### config.mk
export PLATFORM = sky130hd
export DESIGN_NAME = aperture_delay_adjust_control
export DESIGN_NICKNAME = d
export VERILOG_FILES = /design/src/aperture_delay_pkg.sv /design/src/aperture_delay_adjust_control.sv /design/src/coarse_ramp_stepper.sv
export VERILOG_INCLUDE_DIRS = /design/src
export SDC_FILE = /design/constraint.sdc
export NUM_CORES = 1
export LEC_CHECK = 0
export CORE_MARGIN = 1
export CORE_UTILIZATION = 58
export DETAILED_ROUTE_END_ITERATION = 10
export DONT_BUFFER_PORTS = 1
export MAX_ROUTING_LAYER = met4
export PLACE_DENSITY = 0.84
export SKIP_LAST_GASP = 1
export SLEW_MARGIN = 20
export SYNTH_ARGS = -nofsm -noshare
export SYNTH_HDL_FRONTEND = slang
export SYNTH_HIERARCHICAL = 1
export SYNTH_SLANG_ARGS = --single-unit
### constraint.sdc
create_clock -name i_core_clk -period 4.24 [get_ports i_core_clk]
set_clock_uncertainty 0.2 [all_clocks]
set_input_delay 0.212 -clock i_core_clk [delete_from_list [all_inputs] [get_ports i_core_clk]]
set_output_delay 0.212 -clock i_core_clk [all_outputs]
set_load 0.01 [all_outputs]
### src/aperture_delay_regs.svh
// Register offsets, field positions, reset values and timing counts for the
// aperture delay adjust control block.
// Assumes byte-wide register access from the serial configuration port.
`ifndef APERTURE_DELAY_REGS_SVH
`define APERTURE_DELAY_REGS_SVH

`define ADA_ADDR_W 12
`define ADA_OFS_CAL_EN 12'h2b0
`define ADA_OFS_STATUS 12'h2b2
`define ADA_OFS_MANUAL 12'h2b5
`define ADA_OFS_RAMP 12'h2b8
`define ADA_REG_BYTES 2'h3

`define ADA_DONE_BIT 17
`define ADA_INV_BIT 16
`define ADA_COARSE_MSB 15
`define ADA_COARSE_LSB 8
`define ADA_FINE_MSB 7
`define ADA_FINE_LSB 0
`define ADA_RAMP_EN_BIT 0
`define ADA_RAMP_RATE_BIT 1
`define ADA_CAL_EN_BIT 0

`define ADA_MANUAL_RST 17'h00000
`define ADA_CTRL_RST 8'h00

`define ADA_RAMP_INTERVAL 256
`define ADA_RAMP_STEP_SLOW 8'h01
`define ADA_RAMP_STEP_FAST 8'h04
`define ADA_APPLY_LIMIT 1024

`endif

### src/aperture_delay_pkg.sv
// Types shared by the aperture delay adjust control block.
// Assumes aperture_delay_regs.svh is on the include path.
`default_nettype none
`include "aperture_delay_regs.svh"

package aperture_delay_pkg;

  typedef logic [`ADA_ADDR_W-1:0] reg_addr_t;

  typedef struct packed
  {
    logic invert;
    logic [7:0] coarse;
    logic [7:0] fine;
  } delay_s;

  typedef struct packed
  {
    reg_addr_t addr;
    logic wr;
    logic rd;
    logic [7:0] wdata;
  } reg_req_s;

  function automatic logic [7:0] reg_byte(input logic [23:0] word,
                                          input logic [1:0] idx);
    // Lowest address carries the most significant byte.
    case (idx)
      2'h0: reg_byte = word[23:16];
      2'h1: reg_byte = word[15:8];
      default: reg_byte = word[7:0];
    endcase
  endfunction

endpackage

`default_nettype wire

### src/aperture_delay_adjust_control.sv
// Aperture delay adjust control: calibration status, manual delay register,
// coarse ramp control and the applied sample-clock delay setting.
// Assumes a serial-port front end that issues byte reads and writes on this
// clock, and a calibration engine that reports completion and its result.
`timescale 1ns/1ps
`default_nettype none

`include "aperture_delay_regs.svh"

// Overview of operation
// - Read-only status register reports completion and computed delay.
// - Flag bit 17 reads 1 only while enabled and calibration finished.
// - Calibrated 17-bit result is valid only while the flag reads 1.
// - Result bit 16 is clock inversion, 15:8 coarse, 7:0 fine delay.
// - Manual register sets the delay only while calibration is disabled.
// - Manual bit 16 inverts clock, 15:8 coarse, 7:0 fine delay.
// - Fine delay may change to any value at any time.
// - A 0-to-1 enable starts calibration; then manual delay is ignored.
// - With ramp on, coarse steps one or four codes every 256 cycles.
// - With ramp off, a written coarse delay applies within 1024 cycles.
module aperture_delay_adjust_control
(
  input wire logic i_core_clk,
  input wire logic i_resetn,
  input wire logic i_clk_en,
  input wire aperture_delay_pkg::reg_req_s i_reg_req,
  output logic [7:0] o_reg_rdata,
  output logic o_reg_rvalid,
  input wire logic i_cal_done,
  input wire aperture_delay_pkg::delay_s i_cal_result,
  output logic o_cal_start,
  output logic o_calibration_enable,
  output aperture_delay_pkg::delay_s o_aperture_delay_setting
);
  import aperture_delay_pkg::*;

  logic cal_en_r;
  logic ramp_en_r;
  logic ramp_rate_r;
  logic cal_start_r;
  logic done_r;
  delay_s result_r;
  delay_s manual_r;
  delay_s target;
  delay_s applied_r;
  logic [7:0] coarse_now;
  logic [7:0] rdata_r;
  logic rvalid_r;
  logic [23:0] status_word;
  logic [23:0] manual_word;
  logic wr_cal;
  logic wr_manual;
  logic wr_ramp;
  logic [1:0] manual_idx;
  logic [1:0] status_idx;
  logic flag_live;

  // The 24-bit registers are decoded as three-byte windows for reads; only
  // the manual register is also decoded that way for writes.
  function automatic logic in_window(input reg_addr_t addr,
                                     input reg_addr_t base);
    in_window = (addr >= base) && (addr < base + 12'(`ADA_REG_BYTES));
  endfunction

  function automatic logic [1:0] byte_index(input reg_addr_t addr,
                                            input reg_addr_t base);
    byte_index = 2'(addr - base);
  endfunction

  assign manual_idx = byte_index(i_reg_req.addr, `ADA_OFS_MANUAL);
  assign status_idx = byte_index(i_reg_req.addr, `ADA_OFS_STATUS);
  assign wr_cal = i_reg_req.wr && i_reg_req.addr == `ADA_OFS_CAL_EN;
  assign wr_ramp = i_reg_req.wr && i_reg_req.addr == `ADA_OFS_RAMP;
  assign wr_manual = i_reg_req.wr &&
                     in_window(i_reg_req.addr, `ADA_OFS_MANUAL);

  always_ff @(posedge i_core_clk or negedge i_resetn)
  begin
    if (!i_resetn)
    begin
      cal_en_r <= 1'b0;
      cal_start_r <= 1'b0;
    end
    else if (i_clk_en)
    begin
      cal_start_r <= 1'b0;
      if (wr_cal)
      begin
        cal_en_r <= i_reg_req.wdata[`ADA_CAL_EN_BIT];
        // Only a rising edge launches a new sequence.
        cal_start_r <= i_reg_req.wdata[`ADA_CAL_EN_BIT] &&
                       !cal_en_r;
      end
    end
  end

  always_ff @(posedge i_core_clk or negedge i_resetn)
  begin
    if (!i_resetn)
    begin
      ramp_en_r <= 1'b0;
      ramp_rate_r <= 1'b0;
    end
    else if (i_clk_en && wr_ramp)
    begin
      ramp_en_r <= i_reg_req.wdata[`ADA_RAMP_EN_BIT];
      ramp_rate_r <= i_reg_req.wdata[`ADA_RAMP_RATE_BIT];
    end
  end

  // Completion is cleared by a new start or by disabling calibration; a
  // completion arriving with a new start still wins, but one arriving while disabled is dropped.
  always_ff @(posedge i_core_clk or negedge i_resetn)
  begin
    if (!i_resetn)
    begin
      done_r <= 1'b0;
      result_r <= '0;
    end
    else if (i_clk_en)
    begin
      if (cal_en_r && i_cal_done)
      begin
        done_r <= 1'b1;
        result_r <= i_cal_result;
      end
      else if (cal_start_r || !cal_en_r)
        done_r <= 1'b0;
    end
  end

  always_ff @(posedge i_core_clk or negedge i_resetn)
  begin
    if (!i_resetn)
      manual_r <= `ADA_MANUAL_RST;
    else if (i_clk_en && wr_manual)
    begin
      // Bits above the inversion bit are reserved and not stored.
      case (manual_idx)
        2'h0: manual_r.invert <= i_reg_req.wdata[0];
        2'h1: manual_r.coarse <= i_reg_req.wdata;
        default: manual_r.fine <= i_reg_req.wdata;
      endcase
    end
  end

  // While calibrating, the last applied setting is held until a result is
  // ready, so the clock does not jump back to the manual value.
  always_comb
  begin
    if (!cal_en_r)
      target = manual_r;
    else if (done_r)
      target = result_r;
    else
      target = applied_r;
  end

  coarse_ramp_stepper u_stepper
  (
    .i_core_clk(i_core_clk),
    .i_resetn(i_resetn),
    .i_clk_en(i_clk_en),
    .i_target(target.coarse),
    .i_ramp_en(ramp_en_r),
    .i_ramp_rate(ramp_rate_r),
    .o_coarse(coarse_now)
  );

  always_ff @(posedge i_core_clk or negedge i_resetn)
  begin
    if (!i_resetn)
      applied_r <= `ADA_MANUAL_RST;
    else if (i_clk_en)
    begin
      // Inversion and fine delay apply at once; the coarse delay is paced.
      applied_r.invert <= target.invert;
      applied_r.fine <= target.fine;
      applied_r.coarse <= coarse_now;
    end
  end

  // The stored flag clears one cycle after the enable drops, so it is
  // masked here to read 0 as soon as calibration is disabled.
  assign flag_live = done_r && cal_en_r;
  assign status_word = {6'h00, flag_live, result_r};
  assign manual_word = {7'h00, manual_r};

  always_ff @(posedge i_core_clk or negedge i_resetn)
  begin
    if (!i_resetn)
    begin
      rdata_r <= 8'h00;
      rvalid_r <= 1'b0;
    end
    else if (i_clk_en)
    begin
      rvalid_r <= i_reg_req.rd;
      if (!i_reg_req.rd)
        rdata_r <= rdata_r;
      else if (i_reg_req.addr == `ADA_OFS_CAL_EN)
        rdata_r <= {7'h00, cal_en_r};
      else if (in_window(i_reg_req.addr, `ADA_OFS_STATUS))
        rdata_r <= reg_byte(status_word, status_idx);
      else if (in_window(i_reg_req.addr, `ADA_OFS_MANUAL))
        rdata_r <= reg_byte(manual_word, manual_idx);
      else if (i_reg_req.addr == `ADA_OFS_RAMP)
        rdata_r <= {6'h00, ramp_rate_r, ramp_en_r};
      else
        rdata_r <= 8'h00;
    end
  end

  assign o_reg_rdata = rdata_r;
  assign o_reg_rvalid = rvalid_r;
  assign o_cal_start = cal_start_r;
  assign o_calibration_enable = cal_en_r;
  assign o_aperture_delay_setting = applied_r;

endmodule // aperture_delay_adjust_control

`default_nettype wire

### src/coarse_ramp_stepper.sv
// Coarse delay stepper: moves the applied coarse delay toward its target.
// Assumes target, ramp enable and rate come from logic on the same clock.
`timescale 1ns/1ps
`default_nettype none

module coarse_ramp_stepper
(
  input wire logic i_core_clk,
  input wire logic i_resetn,
  input wire logic i_clk_en,
  input wire logic [7:0] i_target,
  input wire logic i_ramp_en,
  input wire logic i_ramp_rate,
  output logic [7:0] o_coarse
);

  logic [7:0] coarse_r;
  logic [7:0] tick_r;
  logic [7:0] step;
  logic [7:0] diff;
  logic tick_due;

  assign tick_due = (tick_r == 8'(`ADA_RAMP_INTERVAL - 1));
  assign step = i_ramp_rate ? `ADA_RAMP_STEP_FAST : `ADA_RAMP_STEP_SLOW;
  assign diff = (i_target > coarse_r) ? (i_target - coarse_r)
                                      : (coarse_r - i_target);

  // The interval timer free-runs so steps land at least 256 cycles apart.
  always_ff @(posedge i_core_clk or negedge i_resetn)
  begin
    if (!i_resetn)
      tick_r <= 8'h00;
    else if (i_clk_en)
      tick_r <= tick_r + 8'h01;
  end

  always_ff @(posedge i_core_clk or negedge i_resetn)
  begin
    if (!i_resetn)
      coarse_r <= 8'h00;
    else if (i_clk_en)
    begin
      if (!i_ramp_en)
        coarse_r <= i_target;
      else if (tick_due && coarse_r != i_target)
      begin
        // The last step is clipped so the ramp never overshoots the target.
        if (diff <= step)
          coarse_r <= i_target;
        else if (i_target > coarse_r)
          coarse_r <= coarse_r + step;
        else
          coarse_r <= coarse_r - step;
      end
    end
  end

  assign o_coarse = coarse_r;

endmodule // coarse_ramp_stepper

`default_nettype wire

==> results.tsv <==
metric	value	unit
ys flop type	dfrtp_1	
CTS tree	yes	
synth top area cells	dfrtp_1, mux2_2, ha_1	
type of destination of the critical path	flip-flop	
drt wl/cell	21.4	um
largest area contributor in the netlist	dfrtp_1	
Critical Path Slowest Stage Cell	dfrtp_2	
final setup fails	0	
Pwr Density	440	nW/um^2
Mapped Area	5040	sq um
Die Outline Area	9060	sq um
number of synthesized flops with an enable pin	0	
global-route wire length before repair	20500	um
#FFs+latches synth	81	
Clock Latency Late Sink	380	ps
proportion of layout cells with a drive suffix above 1	0.244	
FMAX	244	MHz
VDD IR max	0.336	mV
Max Cap Viol	0	
Startpoint Class	flip-flop	
Inserted Diodes	0	
Synth top area share	0.402	
WP buf/inv	3	
critical path data arrival time	4200	ps
first-pass iteration count of the detailed router	7	
DRC violations left	0	
fraction of registers with async set/reset	1.00	
Worst Hold Depth	4	
fin crit share	0.966	
critical-path cell list	buf_12 > mux2i_1 > a21oi_2 > inv_1 > ha_1 > nand4_1 > or3_4 > a21oi_4 > mux2i_1 > xnor2_1 > ha_2 > nor2b_1 > o21ai_0 > a21oi_1 > a21oi_2 > o31ai_4 > buf_2 > or3_1 > o211ai_1	
Die X	95.2	um
commonest cells after routing, fill and taps aside	dfrtp_1, mux2_2, dlygate4sd3_1, inv_1, nor2_1	
Lkg Pwr	0.00273	uW
Area growth syn-to-layout	19.0	%
HP Start	i_reg_req[9]	
gpl congestion	0.913	
Layout Nets	618	
Core Util, Final	0.722	
row cnt	33	
CTS Root Cell	clkbuf_8	
number of port buffers	0	
Least-Margin Pin Slew	1070	ps
critical path type	flip-flop to flip-flop	
I/O Pins	71	
Top Family by Delay on Critical Path	compound AO/OA/AOI/OAI gates	
Detail Placement HPWL	9190	um
largest stage delay on the critical path	460	ps
GRT Overall Usage	0.313	
Syn Nets	565	
worst r2r src	done_r	
initial DRC count	352	
fillers	566	
Detailed Route WL	13900	um
CP required	4340	ps
setup TNS	0	ps
largest net degree at the start of global routing	82	
Syn. warnings	6	
commonest non-fill, non-tap cell in the layout	dfrtp_1	
core footprint	8300	sq um
worst r2r path cells	19	
floorplan die height	95.2	um
Hold Fails Final Rpt	0	
max_slew headroom	0.282	
initial antenna violation count	0	
worst min path class	primary input to flip-flop	
Synth cell types	65	
vias in the first global route	4138	
post-route minimum period	4100	ps
CTS Sinks	81	
R2R Setup Slk	140	ps
drt via density	6.60	
total gr overflow	0	
H-Tree Depth	3	
Routed Antenna Nets	0	
Initial Utilization	0.607	
via count	4292	
Syn Area/Cell	10.3	sq um
register area share after synthesis	0.402	
hold worst-path end	o_calibration_enable	
Critical Path Fanout Max	8	
CTS buffer count	9	
maximum clock path buffer count	2	
Critical R2R Capture	u_stepper/o_coarse[7]	
post-synthesis cell count	487	
status	finished, final reports clean	
Pins Over Slew Limit	0	
Reg clk slew, reported paths	100	ps
[power by group]
| part | total, uW | switching (uW) | internal, uW |
|---|---|---|---|
| Clock | 607 | 329 | 278 |
| Combinational | 1020 | 530 | 490 |
| Sequential | 1010 | 138 | 872 |
| Total | 2640 | 997 | 1640 |
[cell type report]
cell class | count | area [sq um] | share of cell area
timing repair buffer | 64 | 623 | 0.104
sequential | 81 | 2030 | 0.338
clock buffer | 9 | 124 | 0.0207
clock inverter | 7 | 78.8 | 0.0131
multi-input combinational | 351 | 2880 | 0.481
tap | 105 | 131 | 0.0219
inverter | 33 | 126 | 0.0211
[worst min-delay path: cells and delay by family]
family	cells	cell delay, ps
AO/OA/AOI/OAI	1	90
AND/OR/NAND/NOR	3	230
[synthesized netlist by cell type (all sizes together) (4+ instances only)]
library cell / n
dfrtp: 81
mux2: 46
a21oi: 37
inv: 33
ha: 32
nor2: 29
nand2: 19
o21ai: 19
o22ai: 17
clkbuf: 16
mux2i: 14
nor2b: 12
nand3: 10
xnor2: 10
a31oi: 8
a32oi: 8
a22o: 7
a211oi: 6
buf: 6
xor2: 6
and2: 5
nand4: 5
o211ai: 5
nor3: 4
[state kept, by name (all words and copies together), names as in the netlist]
signal,count
o_reg_rvalid,1
u_stepper/o_coarse,8
ramp_en_r,1
u_stepper/tick_r,8
ramp_rate_r,1
manual_r,17
done_r,1
result_r,17
o_cal_start,1
o_calibration_enable,1
o_reg_rdata,8
o_aperture_delay_setting,17
[stage by stage]
step / area, sq um / std cells / setup slack [ps] / total power, uW / hold WS [ps]
floorplan: 5040 / 487 / 52.9 / 1660 / -284
global placement: 5240 / 591 / 154 / 1860 / -282
detailed placement: 5240 / 591 / 0.116 / 1900 / -282
CTS: 5800 / 639 / 9.68 / 2550 / 11.1
global route: 6000 / 650 / -60.2 / 2760 / 32.6
finish: 6000 / 650 / 144 / 2640 / 8.75
[cell families (layout without fill, tap and decap cells)]
logic type	count (synthesis)	after routing	share of synthesized area
AOI/OAI and AO/OA	135	135	0.185
xor gates and xnor gates	16	16	0.0278
adders and majority gates	35	35	0.0914
buffers and inverters	55	113	0.0442
DFF	81	81	0.402
muxes	60	60	0.131
and+or+nand+nor	105	105	0.118
[worst max path at each step]
stage           start                     to  depth (start not counted)
2_1_floorplan  done_r  u_stepper/o_coarse[2]                         21
3_3_place_gp   done_r  u_stepper/o_coarse[7]                         19
3_5_place_dp   done_r  u_stepper/o_coarse[7]                         19
4_1_cts        done_r  u_stepper/o_coarse[6]                         19
5_1_grt        done_r  u_stepper/o_coarse[6]                         18
6_report       done_r  u_stepper/o_coarse[7]                         19
[layer usage]
metal	global-route usage	wire (um)
met1	0.373	5440
met2	0.515	6890
met3	0.0710	1220
met4	0.121	372
met5	-	0
[timing repair]
item / 4_1_cts / 5_1_grt
setup buffers: 0 / 9
endpoints found under the hold margin: 145 / 0
endpoints found under the setup margin: 3 / 8
hold buffers: 32 / 0
gates resized for setup: 2 / 24
pin swaps: 0 / 15
gates cloned: 0 / 2
Note: power is estimated with default switching activity, not from simulation.
